## src/dcc_pkg.sv

```systemverilog
// Shared constants and carrier types for the dual comparator control block
package dcc_pkg;

  // Register byte offsets
  localparam logic [7:0] DCC_OFS_CMP1_CTRL   = 8'h00;
  localparam logic [7:0] DCC_OFS_CMP2_CTRL   = 8'h04;
  localparam logic [7:0] DCC_OFS_MIRROR_GATE = 8'h08;
  localparam logic [7:0] DCC_OFS_PORT_READ   = 8'h0C;
  localparam logic [7:0] DCC_OFS_PIN_CONFIG  = 8'h10;

  // Per-comparator control register fields
  localparam int unsigned DCC_BIT_ENABLE    = 7;
  localparam int unsigned DCC_BIT_RESULT    = 6;
  localparam int unsigned DCC_BIT_PIN_DRIVE = 5;
  localparam int unsigned DCC_BIT_INVERT    = 4;
  localparam int unsigned DCC_BIT_REF_SEL   = 2;
  localparam int unsigned DCC_CH_LSB        = 0;

  // Mirror and gate register fields
  localparam int unsigned DCC_BIT_MIRROR1   = 7;
  localparam int unsigned DCC_BIT_MIRROR2   = 6;
  localparam int unsigned DCC_BIT_GATE_SRC  = 1;
  localparam int unsigned DCC_BIT_SYNC_EN   = 0;

  // Pin configuration register fields
  localparam int unsigned DCC_DIR_LSB       = 0;
  localparam int unsigned DCC_ANALOG_LSB    = 8;

  // Reset values
  localparam logic       DCC_RST_GATE_SRC   = 1'b1;
  localparam logic       DCC_RST_SYNC_EN    = 1'b0;
  localparam logic [1:0] DCC_RST_DIR        = 2'h3;
  localparam logic [3:0] DCC_RST_ANALOG     = 4'hF;

  // AXI responses
  localparam logic [1:0] DCC_RESP_OKAY      = 2'h0;
  localparam logic [1:0] DCC_RESP_SLVERR    = 2'h2;

  typedef struct packed {
    logic       enable;
    logic       pin_drive;
    logic       invert;
    logic       ref_select;
    logic [1:0] channel_select;
  } dcc_cmp_cfg_t;

  localparam dcc_cmp_cfg_t DCC_RST_CMP_CFG = '0;

  // Timer status seen by the block (same clock domain)
  typedef struct packed {
    logic on;
    logic gate_enable;
    logic clk_src;
  } dcc_tmr_status_t;

  // Gate information handed to the timer
  typedef struct packed {
    logic gate_level;
    logic gate_from_cmp2;
    logic cmp2_gate_active;
  } dcc_tmr_gate_t;

endpackage : dcc_pkg

```

## src/dcc_comparator_ctrl.sv

```systemverilog
// Register slave and digital control of two analog comparators
//
// Implementation choices: register access over AXI4-Lite and the register offsets.
`timescale 1ns/100ps
module dcc_comparator_ctrl
  import dcc_pkg::*;
(
  // Clock and reset
  input  wire logic            aclk,
  input  wire logic            aresetn,
  // AXI4-Lite write
  input  wire logic [7:0]      s_axi_awaddr,
  input  wire logic            s_axi_awvalid,
  output logic                 s_axi_awready,
  input  wire logic [31:0]     s_axi_wdata,
  input  wire logic [3:0]      s_axi_wstrb,
  input  wire logic            s_axi_wvalid,
  output logic                 s_axi_wready,
  output logic [1:0]           s_axi_bresp,
  output logic                 s_axi_bvalid,
  input  wire logic            s_axi_bready,
  // AXI4-Lite read
  input  wire logic [7:0]      s_axi_araddr,
  input  wire logic            s_axi_arvalid,
  output logic                 s_axi_arready,
  output logic [31:0]          s_axi_rdata,
  output logic [1:0]           s_axi_rresp,
  output logic                 s_axi_rvalid,
  input  wire logic            s_axi_rready,
  // Analog comparators
  input  wire logic [1:0]      cmp_raw,
  output dcc_cmp_cfg_t [1:0]   cmp_cfg,
  // Port pins
  output logic [1:0]           cmp_pin_o,
  output logic [1:0]           cmp_pin_oe,
  input  wire logic [3:0]      shared_analog_pin_i,
  output logic [3:0]           analog_select_o,
  // Timer
  input  wire dcc_tmr_status_t tmr_i,
  input  wire logic            timer_gate_pin,
  output dcc_tmr_gate_t        tmr_o,
  output logic [1:0]           cmp_change_pulse
);

  dcc_cmp_cfg_t [1:0] cfg_q;
  logic               gate_src_q;
  logic               sync_en_q;
  logic [1:0]         port_dir_q;
  logic [3:0]         analog_q;
  logic [1:0]         raw_s;
  logic [3:0]         pin_s;
  logic               gate_pin_s;
  logic [1:0]         result_q;
  logic [1:0]         mm_latch_q;
  logic [1:0]         mm_prev_q;
  logic [1:0]         pulse_q;
  logic               tclk_prev_q;
  logic               cmp2_latch_q;
  logic               synced_cmp2_result;
  logic               tclk_fall;

  // AXI handshake state
  logic               aw_hold_q;
  logic [7:0]         aw_addr_q;
  logic               w_hold_q;
  logic [31:0]        w_data_q;
  logic [3:0]         w_strb_q;
  logic               aw_fire;
  logic               w_fire;
  logic               wr_go;
  logic [7:0]         wr_addr;
  logic [31:0]        wr_data;
  logic [3:0]         wr_strb;
  logic               rd_fire;
  logic [7:0]         rd_addr_q;
  logic [31:0]        rd_word;
  logic               rd_ok;

  // All asynchronous levels cross in one synchroniser bank
  dcc_sync2 #(
    .WIDTH (7)
  ) u_sync (
    .aclk    (aclk),
    .aresetn (aresetn),
    .async_i ({timer_gate_pin, shared_analog_pin_i, cmp_raw}),
    .sync_o  ({gate_pin_s, pin_s, raw_s})
  );

  // Write channel: address and data taken in either order
  assign s_axi_awready = !aw_hold_q && !s_axi_bvalid;
  assign s_axi_wready  = !w_hold_q && !s_axi_bvalid;
  assign aw_fire       = s_axi_awvalid && s_axi_awready;
  assign w_fire        = s_axi_wvalid && s_axi_wready;
  assign wr_go         = (aw_hold_q || aw_fire) && (w_hold_q || w_fire) && !s_axi_bvalid;
  assign wr_addr       = aw_hold_q ? aw_addr_q : s_axi_awaddr;
  assign wr_data       = w_hold_q ? w_data_q : s_axi_wdata;
  assign wr_strb       = w_hold_q ? w_strb_q : s_axi_wstrb;

  always_ff @(posedge aclk) begin
    if (!aresetn) begin
      aw_hold_q    <= 1'b0;
      aw_addr_q    <= '0;
      w_hold_q     <= 1'b0;
      w_data_q     <= '0;
      w_strb_q     <= '0;
      s_axi_bvalid <= 1'b0;
      s_axi_bresp  <= DCC_RESP_OKAY;
    end else begin
      if (wr_go) begin
        aw_hold_q    <= 1'b0;
        w_hold_q     <= 1'b0;
        s_axi_bvalid <= 1'b1;
        s_axi_bresp  <= (wr_addr == DCC_OFS_CMP1_CTRL || wr_addr == DCC_OFS_CMP2_CTRL ||
                         wr_addr == DCC_OFS_MIRROR_GATE || wr_addr == DCC_OFS_PORT_READ ||
                         wr_addr == DCC_OFS_PIN_CONFIG) ? DCC_RESP_OKAY : DCC_RESP_SLVERR;
      end else begin
        if (aw_fire) begin
          aw_hold_q <= 1'b1;
          aw_addr_q <= s_axi_awaddr;
        end
        if (w_fire) begin
          w_hold_q <= 1'b1;
          w_data_q <= s_axi_wdata;
          w_strb_q <= s_axi_wstrb;
        end
        if (s_axi_bvalid && s_axi_bready) begin
          s_axi_bvalid <= 1'b0;
        end
      end
    end
  end

  // Software-written configuration; result bits ignore writes
  always_ff @(posedge aclk) begin
    if (!aresetn) begin
      cfg_q      <= {DCC_RST_CMP_CFG, DCC_RST_CMP_CFG};
      gate_src_q <= DCC_RST_GATE_SRC;
      sync_en_q  <= DCC_RST_SYNC_EN;
      port_dir_q <= DCC_RST_DIR;
      analog_q   <= DCC_RST_ANALOG;
    end else if (wr_go) begin
      if (wr_strb[0]) begin
        case (wr_addr)
          DCC_OFS_CMP1_CTRL, DCC_OFS_CMP2_CTRL: begin
            cfg_q[wr_addr == DCC_OFS_CMP2_CTRL] <= '{
              enable:         wr_data[DCC_BIT_ENABLE],
              pin_drive:      wr_data[DCC_BIT_PIN_DRIVE],
              invert:         wr_data[DCC_BIT_INVERT],
              ref_select:     wr_data[DCC_BIT_REF_SEL],
              channel_select: wr_data[DCC_CH_LSB +: 2]
            };
          end
          DCC_OFS_MIRROR_GATE: begin
            gate_src_q <= wr_data[DCC_BIT_GATE_SRC];
            sync_en_q  <= wr_data[DCC_BIT_SYNC_EN];
          end
          DCC_OFS_PIN_CONFIG: begin
            port_dir_q <= wr_data[DCC_DIR_LSB +: 2];
          end
          default: begin
          end
        endcase
      end
      if (wr_strb[1] && wr_addr == DCC_OFS_PIN_CONFIG) begin
        analog_q <= wr_data[DCC_ANALOG_LSB +: 4];
      end
    end
  end

  assign cmp_cfg         = cfg_q;
  assign analog_select_o = analog_q;

  // Read channel: answer one cycle after the address is taken
  assign s_axi_arready = !s_axi_rvalid;
  assign rd_fire       = s_axi_arvalid && s_axi_arready;

  always_comb begin
    rd_word = '0;
    rd_ok   = 1'b1;
    case (s_axi_araddr)
      DCC_OFS_CMP1_CTRL, DCC_OFS_CMP2_CTRL: begin
        rd_word[DCC_BIT_ENABLE]    = cfg_q[s_axi_araddr == DCC_OFS_CMP2_CTRL].enable;
        rd_word[DCC_BIT_RESULT]    = result_q[s_axi_araddr == DCC_OFS_CMP2_CTRL];
        rd_word[DCC_BIT_PIN_DRIVE] = cfg_q[s_axi_araddr == DCC_OFS_CMP2_CTRL].pin_drive;
        rd_word[DCC_BIT_INVERT]    = cfg_q[s_axi_araddr == DCC_OFS_CMP2_CTRL].invert;
        rd_word[DCC_BIT_REF_SEL]   = cfg_q[s_axi_araddr == DCC_OFS_CMP2_CTRL].ref_select;
        rd_word[DCC_CH_LSB +: 2]   = cfg_q[s_axi_araddr == DCC_OFS_CMP2_CTRL].channel_select;
      end
      DCC_OFS_MIRROR_GATE: begin
        rd_word[DCC_BIT_MIRROR1]  = result_q[0];
        rd_word[DCC_BIT_MIRROR2]  = result_q[1];
        rd_word[DCC_BIT_GATE_SRC] = gate_src_q;
        rd_word[DCC_BIT_SYNC_EN]  = sync_en_q;
      end
      DCC_OFS_PORT_READ: begin
        rd_word[3:0] = pin_s & ~analog_q;
      end
      DCC_OFS_PIN_CONFIG: begin
        rd_word[DCC_DIR_LSB +: 2]    = port_dir_q;
        rd_word[DCC_ANALOG_LSB +: 4] = analog_q;
      end
      default: begin
        rd_ok = 1'b0;
      end
    endcase
  end

  always_ff @(posedge aclk) begin
    if (!aresetn) begin
      s_axi_rvalid <= 1'b0;
      s_axi_rdata  <= '0;
      s_axi_rresp  <= DCC_RESP_OKAY;
      rd_addr_q    <= '0;
    end else if (rd_fire) begin
      s_axi_rvalid <= 1'b1;
      s_axi_rdata  <= rd_word;
      s_axi_rresp  <= rd_ok ? DCC_RESP_OKAY : DCC_RESP_SLVERR;
      rd_addr_q    <= s_axi_araddr;
    end else if (s_axi_rready) begin
      s_axi_rvalid <= 1'b0;
    end
  end

  // Per-comparator result, mismatch edge and pin path
  for (genvar i = 0; i < 2; i++) begin : g_cmp
    logic ctrl_read;
    assign ctrl_read = rd_fire &&
                       (s_axi_araddr == (i == 0 ? DCC_OFS_CMP1_CTRL : DCC_OFS_CMP2_CTRL));

    always_ff @(posedge aclk) begin
      if (!aresetn) begin
        result_q[i]   <= 1'b0;
        mm_latch_q[i] <= 1'b0;
        mm_prev_q[i]  <= 1'b0;
        pulse_q[i]    <= 1'b0;
        cmp_pin_o[i]  <= 1'b0;
        cmp_pin_oe[i] <= 1'b0;
      end else begin
        // A disabled comparator reads as low
        result_q[i]   <= cfg_q[i].enable && (raw_s[i] ^ cfg_q[i].invert);
        // Only reads of the own control register refresh the latch
        if (ctrl_read) begin
          mm_latch_q[i] <= result_q[i];
        end
        mm_prev_q[i]  <= mm_latch_q[i] ^ result_q[i];
        pulse_q[i]    <= (mm_latch_q[i] ^ result_q[i]) && !mm_prev_q[i];
        cmp_pin_o[i]  <= result_q[i];
        cmp_pin_oe[i] <= cfg_q[i].pin_drive && cfg_q[i].enable && !port_dir_q[i];
      end
    end
  end

  assign cmp_change_pulse = pulse_q;

  // Latch on the falling edge of the prescaled timer clock; the timer
  // itself counts on the rising edge, so the gate never races it
  assign tclk_fall = tclk_prev_q && !tmr_i.clk_src;

  always_ff @(posedge aclk) begin
    if (!aresetn) begin
      tclk_prev_q  <= 1'b0;
      cmp2_latch_q <= 1'b0;
    end else begin
      tclk_prev_q <= tmr_i.clk_src;
      if (tclk_fall) begin
        cmp2_latch_q <= result_q[1];
      end
    end
  end

  assign synced_cmp2_result = sync_en_q ? cmp2_latch_q : result_q[1];

  assign tmr_o.gate_level       = gate_src_q ? gate_pin_s : synced_cmp2_result;
  assign tmr_o.gate_from_cmp2   = !gate_src_q;
  assign tmr_o.cmp2_gate_active = !gate_src_q && tmr_i.on && tmr_i.gate_enable;

  // Checks
  property p_result_polarity;
    @(posedge aclk) disable iff (!aresetn)
      $past(cfg_q[0].enable) && $past(aresetn, 3) |->
        result_q[0] == ($past(cmp_raw[0], 3) ^ $past(cfg_q[0].invert));
  endproperty
  a_result_polarity: assert property (p_result_polarity) else $error("result polarity wrong");

  property p_internal_only;
    @(posedge aclk) disable iff (!aresetn)
      !cfg_q[1].pin_drive |=> !cmp_pin_oe[1];
  endproperty
  a_internal_only: assert property (p_internal_only) else $error("pin driven while internal");

  property p_pin_three_cond;
    @(posedge aclk) disable iff (!aresetn)
      cmp_pin_oe[0] |-> $past(cfg_q[0].enable && cfg_q[0].pin_drive && !port_dir_q[0]);
  endproperty
  a_pin_three_cond: assert property (p_pin_three_cond) else $error("pin enable without all terms");

  property p_cfg_write;
    @(posedge aclk) disable iff (!aresetn)
      wr_go && wr_strb[0] && wr_addr == DCC_OFS_CMP2_CTRL |=>
        cmp_cfg[1].ref_select == $past(wr_data[DCC_BIT_REF_SEL]) &&
        cmp_cfg[1].channel_select == $past(wr_data[DCC_CH_LSB +: 2]);
  endproperty
  a_cfg_write: assert property (p_cfg_write) else $error("reference or channel not stored");

  property p_disabled_low;
    @(posedge aclk) disable iff (!aresetn)
      !cfg_q[1].enable |=> !result_q[1];
  endproperty
  a_disabled_low: assert property (p_disabled_low) else $error("disabled comparator reads high");

  property p_ctrl_read_result;
    @(posedge aclk) disable iff (!aresetn)
      rd_fire && s_axi_araddr == DCC_OFS_CMP1_CTRL |=>
        s_axi_rvalid && s_axi_rdata[DCC_BIT_RESULT] == $past(result_q[0]);
  endproperty
  a_ctrl_read_result: assert property (p_ctrl_read_result) else $error("control read result wrong");

  property p_gate_reset;
    @(posedge aclk) disable iff (!aresetn)
      $rose(aresetn) |-> gate_src_q && !sync_en_q && cfg_q == '0;
  endproperty
  a_gate_reset: assert property (p_gate_reset) else $error("reset values wrong");

  property p_gate_active;
    @(posedge aclk) disable iff (!aresetn)
      tmr_o.cmp2_gate_active |-> tmr_o.gate_level == synced_cmp2_result && !gate_src_q;
  endproperty
  a_gate_active: assert property (p_gate_active) else $error("timer gate source wrong");

  property p_sync_latch;
    @(posedge aclk) disable iff (!aresetn)
      tclk_fall ##1 sync_en_q && !tclk_fall [*2] |->
        synced_cmp2_result == $past(result_q[1], 2);
  endproperty
  a_sync_latch: assert property (p_sync_latch) else $error("sync latch missed falling edge");

  property p_passthrough;
    @(posedge aclk) disable iff (!aresetn)
      !sync_en_q && !gate_src_q |-> tmr_o.gate_level == result_q[1];
  endproperty
  a_passthrough: assert property (p_passthrough) else $error("async path latched");

  property p_mirror_keeps_latch;
    @(posedge aclk) disable iff (!aresetn)
      rd_fire && s_axi_araddr == DCC_OFS_MIRROR_GATE |=> $stable(mm_latch_q);
  endproperty
  a_mirror_keeps_latch: assert property (p_mirror_keeps_latch) else $error("mirror read moved latch");

  property p_port_analog_zero;
    @(posedge aclk) disable iff (!aresetn)
      rd_fire && s_axi_araddr == DCC_OFS_PORT_READ |=> (s_axi_rdata[3:0] & $past(analog_q)) == 4'h0;
  endproperty
  a_port_analog_zero: assert property (p_port_analog_zero) else $error("analog pin read nonzero");

  property p_edge_pulse;
    @(posedge aclk) disable iff (!aresetn)
      cmp_change_pulse[0] |=> !cmp_change_pulse[0];
  endproperty
  a_edge_pulse: assert property (p_edge_pulse) else $error("change event held as level");

  c_write_done:  cover property (@(posedge aclk) disable iff (!aresetn) wr_go ##[1:4] s_axi_bvalid && s_axi_bready);
  c_change:      cover property (@(posedge aclk) disable iff (!aresetn) cmp_change_pulse[1]);
  c_gate_synced: cover property (@(posedge aclk) disable iff (!aresetn) tmr_o.cmp2_gate_active && sync_en_q && tclk_fall);

endmodule : dcc_comparator_ctrl

```

## src/dcc_sync2.sv

```systemverilog
// Two-flop level synchroniser for asynchronous inputs
`timescale 1ns/100ps
module dcc_sync2 #(
  parameter int unsigned WIDTH = 1
) (
  // Clock and reset
  input  wire logic             aclk,
  input  wire logic             aresetn,
  // Levels
  input  wire logic [WIDTH-1:0] async_i,
  output logic      [WIDTH-1:0] sync_o
);

  logic [WIDTH-1:0] meta_q;

  // First stage is read only by the second
  always_ff @(posedge aclk) begin
    if (!aresetn) begin
      meta_q <= '0;
      sync_o <= '0;
    end else begin
      meta_q <= async_i;
      sync_o <= meta_q;
    end
  end

endmodule : dcc_sync2

```

## config.mk

```make
export PLATFORM = sky130hd
export DESIGN_NAME = dcc_comparator_ctrl
export DESIGN_NICKNAME = d
export VERILOG_FILES = /design/src/dcc_pkg.sv /design/src/dcc_comparator_ctrl.sv /design/src/dcc_sync2.sv
export SDC_FILE = /design/constraint.sdc
export NUM_CORES = 1
export LEC_CHECK = 0
export BUFFER_PORTS_ARGS = -buffer_cell sky130_fd_sc_hd__buf_2
export CAP_MARGIN = 20
export CORE_MARGIN = 5
export CORE_UTILIZATION = 24
export DETAILED_ROUTE_END_ITERATION = 10
export PLACE_DENSITY_LB_ADDON = 0.2
export SYNTH_ARGS = -nofsm -noshare
export SYNTH_HDL_FRONTEND = slang
export SYNTH_SLANG_ARGS = --single-unit
```

## constraint.sdc

```tcl
create_clock -name aclk -period 1.47 [get_ports aclk]
set_input_delay 0.147 -clock aclk [delete_from_list [all_inputs] [get_ports aclk]]
set_output_delay 0.147 -clock aclk [all_outputs]
set_load 0.02 [all_outputs]
```

==> impl_metrics.json <==
{
  "outcome": "finished, violations left",
  "violations": "setup timing",
  "via_per_inst": 4.20,
  "netlist.area_leader.share_pct": 46.1,
  "fp.dieW_um": 135,
  "ys_warn_count": 0,
  "grtUsageTotal_pct": 11.4,
  "final.setup_skew_ps": 5.13,
  "finalWirelength_um": 10200,
  "dp_cells": 708,
  "cap_violations": 0,
  "yosysSeqAreaShare_pct": 46.1,
  "ys_top_cells_by_area": "dfxtp_1 46%, mux2i_1 13%, buf_4 4.6%, nor2_1 4.4%, nand2_1 3.6%",
  "synth_area_um2": 3730,
  "htree_levels": 3,
  "cts_max_path_buffers": 2,
  "netlist_instances": 392,
  "setup_total_negative_slack_ps": -973,
  "seqPwrFrac_pct": 46.0,
  "reg2reg_depth": 4,
  "postRouteAntennaNets": 0,
  "net-switching-power_uw": 1340,
  "first_pass_iters": 5,
  "nNetsFinal": 579,
  "min_path_type": "input pin to flip-flop",
  "powerDensity_nw_per_um2": 1080,
  "period_share_pct": 108,
  "path_clk_slew_ps": 60,
  "placed_area_um2": 4590,
  "cts_tree": "yes",
  "clkSinkCount": 86,
  "cp-startpoint": "aw_hold_q",
  "start_kind": "flip-flop",
  "fin_area_um2": 4950,
  "multiInputGateArea_um2": 1880,
  "grt_overflow_total": 0,
  "syn_avg_cell_area_um2": 9.52,
  "die_h_um": 135,
  "post-place-ws_ps": -185,
  "numCtsBuffers": 9,
  "port_buffers": 88,
  "leakagePower_uw": 0.00224,
  "clockRootBuffer": "clkbuf_16",
  "rsz0062_at_grt": "true",
  "dieArea_um2": 18200,
  "wl_per_cell_um": 14.1,
  "r2r_end": "analog_select_o[2]",
  "critPathArrivalTime_ps": 1810,
  "fin_hold_ws_ps": 12.1,
  "yosys_most_used_dff": "dfxtp_1",
  "diodes": 0,
  "antenna_found_initial": 0,
  "crit_end": "analog_select_o[2]",
  "ys_types": 44,
  "fin_crit_ps": 1580,
  "synthArstFlopShare_pct": 0,
  "drc": 0,
  "yosys_register_bits": 86,
  "num_rows": 45,
  "drt_iter0_markers": 167,
  "fill_cells": 1621,
  "criticalPathCategory": "flip-flop to flip-flop",
  "maxSlewViolCount": 0,
  "critPathMaxFanout": 8,
  "combPwrFrac_pct": 13.3,
  "critPathCaptureType": "flip-flop",
  "worst_slack_ps": -114,
  "drive_gt1_share_pct": 34.4,
  "swShare_pct": 25.1,
  "grt_max_degree": 51,
  "cp_data_required_time_ps": 1690,
  "clock_power_share_pct": 40.8,
  "clkLatencyLatePin_ps": 340,
  "ios": 135,
  "synth_most_common_cell": "dfxtp_1",
  "hpwl_um": 7970,
  "dr_total_vias": 3049,
  "finalSetupViolations": 18,
  "final_cells": 726,
  "core_area_um2": 15300,
  "synth_edf_count": 0,
  "synth_common_cells": "86 x dfxtp_1, 50 x mux2i_1, 44 x nor2_1",
  "syn2layout_area_growth_pct": 32.6,
  "grt_pass1_wl_um": 16000,
  "hold_violations": 0,
  "internal-power_uw": 4000,
  "seq_area_um2": 1730,
  "fmax_ghz": 0.631,
  "initial_core_util_pct": 24.5,
  "regToRegSetupSlack_ps": -110,
  "worstReg2RegStart": "aw_hold_q",
  "grt_pass1_vias": 2983,
  "place_congestion": 0.791,
  "yosys.area.top_type": "dfxtp_1",
  "ir_worst_vdd_uv": 537
}
==> cell families after synthesis <==
logic type      count (synthesis)  share of synthesized area, %
mux                            61                          16.7
compound gates                 46                          7.44
other cells                     1                         0.100
xor+xnor                        5                          1.17
flops                          86                          46.1
buf+inv                        47                          7.17
simple gates                  146                          21.3
==> per-layer routing <==
| metal | track usage, % | part of all wire [%] | vias up |
|---|---|---|---|
| met4 | 4.24 | 1.4 | 0 |
| met2 | 18.3 | 47 | 79 |
| met3 | 3.46 | 5.7 | 9 |
| met1 | 14.6 | 46 | 1418 |
| met5 | 0 | 0 | - |
| li1 | - | - | 1543 |
==> worst min-delay path by stage <==
stage                           start               end  slack (ps)  depth (start not counted)
2_1_floorplan                tmr_i[0]       tclk_prev_q         270                          1
3_3_place_gp               cmp_raw[1]  u_sync.meta_q[1]         350                          2
3_5_place_dp               cmp_raw[0]  u_sync.meta_q[0]         360                          2
4_1_cts                timer_gate_pin  u_sync.meta_q[6]         0.3                          2
5_1_grt        shared_analog_pin_i[0]  u_sync.meta_q[2]          10                          2
6_report       shared_analog_pin_i[0]  u_sync.meta_q[2]          10                          2
==> stage by stage <==
| step | power, µW | utilization (%) |
|---|---|---|
| floorplan | 2970 | - |
| global placement | 3190 | 30.1 |
| detailed placement | 3200 | 30.1 |
| CTS | 5440 | 32.3 |
| global route | 5600 | 32.5 |
| finish | 5350 | 32.5 |
==> cells in the final DEF (no fill, tap or decap), types with 3 or more instances in the layout <==
cell type and instances:
nor3_2 4, nor2_1 44, dfxtp_1 80, nand3_1 6, and2_1 17, nand2_1 36
a21oi_1 16, nand4b_1 4, a21bo_2 3, mux2_2 11, nor3b_1 3, nor2b_1 3
clkbuf_8 3, nand2b_1 7, nor3_1 3, dfxtp_2 5, conb_1 22, mux2i_1 49
xnor2_1 4, nand3b_1 4, a31oi_1 3, inv_1 6, buf_2 88, o21ai_0 11
clkbuf_16 9, buf_6 4, buf_4 32
==> registers in the layout, summed over array words and instances (netlist names), 2 cells and up <==
signal / flops
cmp_cfg: 12
s_axi_rdata: 12
w_data_q: 10
aw_addr_q: 8
u_sync.meta_q: 7
u_sync.sync_o: 7
analog_select_o: 4
cmp_change_pulse: 2
cmp_pin_o: 2
cmp_pin_oe: 2
mm_latch_q: 2
mm_prev_q: 2
port_dir_q: 2
result_q: 2
w_strb_q: 2
==> power groups by stage <==
| stage | logic [µW] | clock network [µW] | registers (µW) |
|---|---|---|---|
| 6_report | 710 | 2180 | 2460 |
| 5_1_grt | 780 | 2360 | 2460 |
| 4_1_cts | 712 | 2270 | 2460 |
| 3_5_place_dp | 694 | 0 | 2510 |
| 3_3_place_gp | 690 | 0 | 2500 |
| 2_1_floorplan | 454 | 0 | 2520 |
==> worst max-delay path, cell delays in order, from the launching register on <==
cell,delay [ps]
dfxtp_4,370
or3b_4,400
a2bb2oi_2,150
nand4_1,210
mux2_2,330
==> area by class of cell <==
| class | count | area share (%) |
|---|---|---|
| clock inverter | 2 | 0.303 |
| sequential | 86 | 35.0 |
| clock buffer | 14 | 5.53 |
| timing repair buffer | 127 | 15.5 |
| multi-input combinational | 280 | 37.9 |
| inverter | 6 | 0.455 |
| tap | 211 | 5.33 |
==> timing repair <==
action | 4_1_cts | 5_1_grt
endpoints found under the hold margin | 2 | 0
pin swaps | 5 | 5
setup buffers | 0 | 1
hold buffers | 2 | 0
setup endpoints to repair | 20 | 26
resized for setup | 12 | 5
No activity file was read; power rests on OpenSTA's default activity.
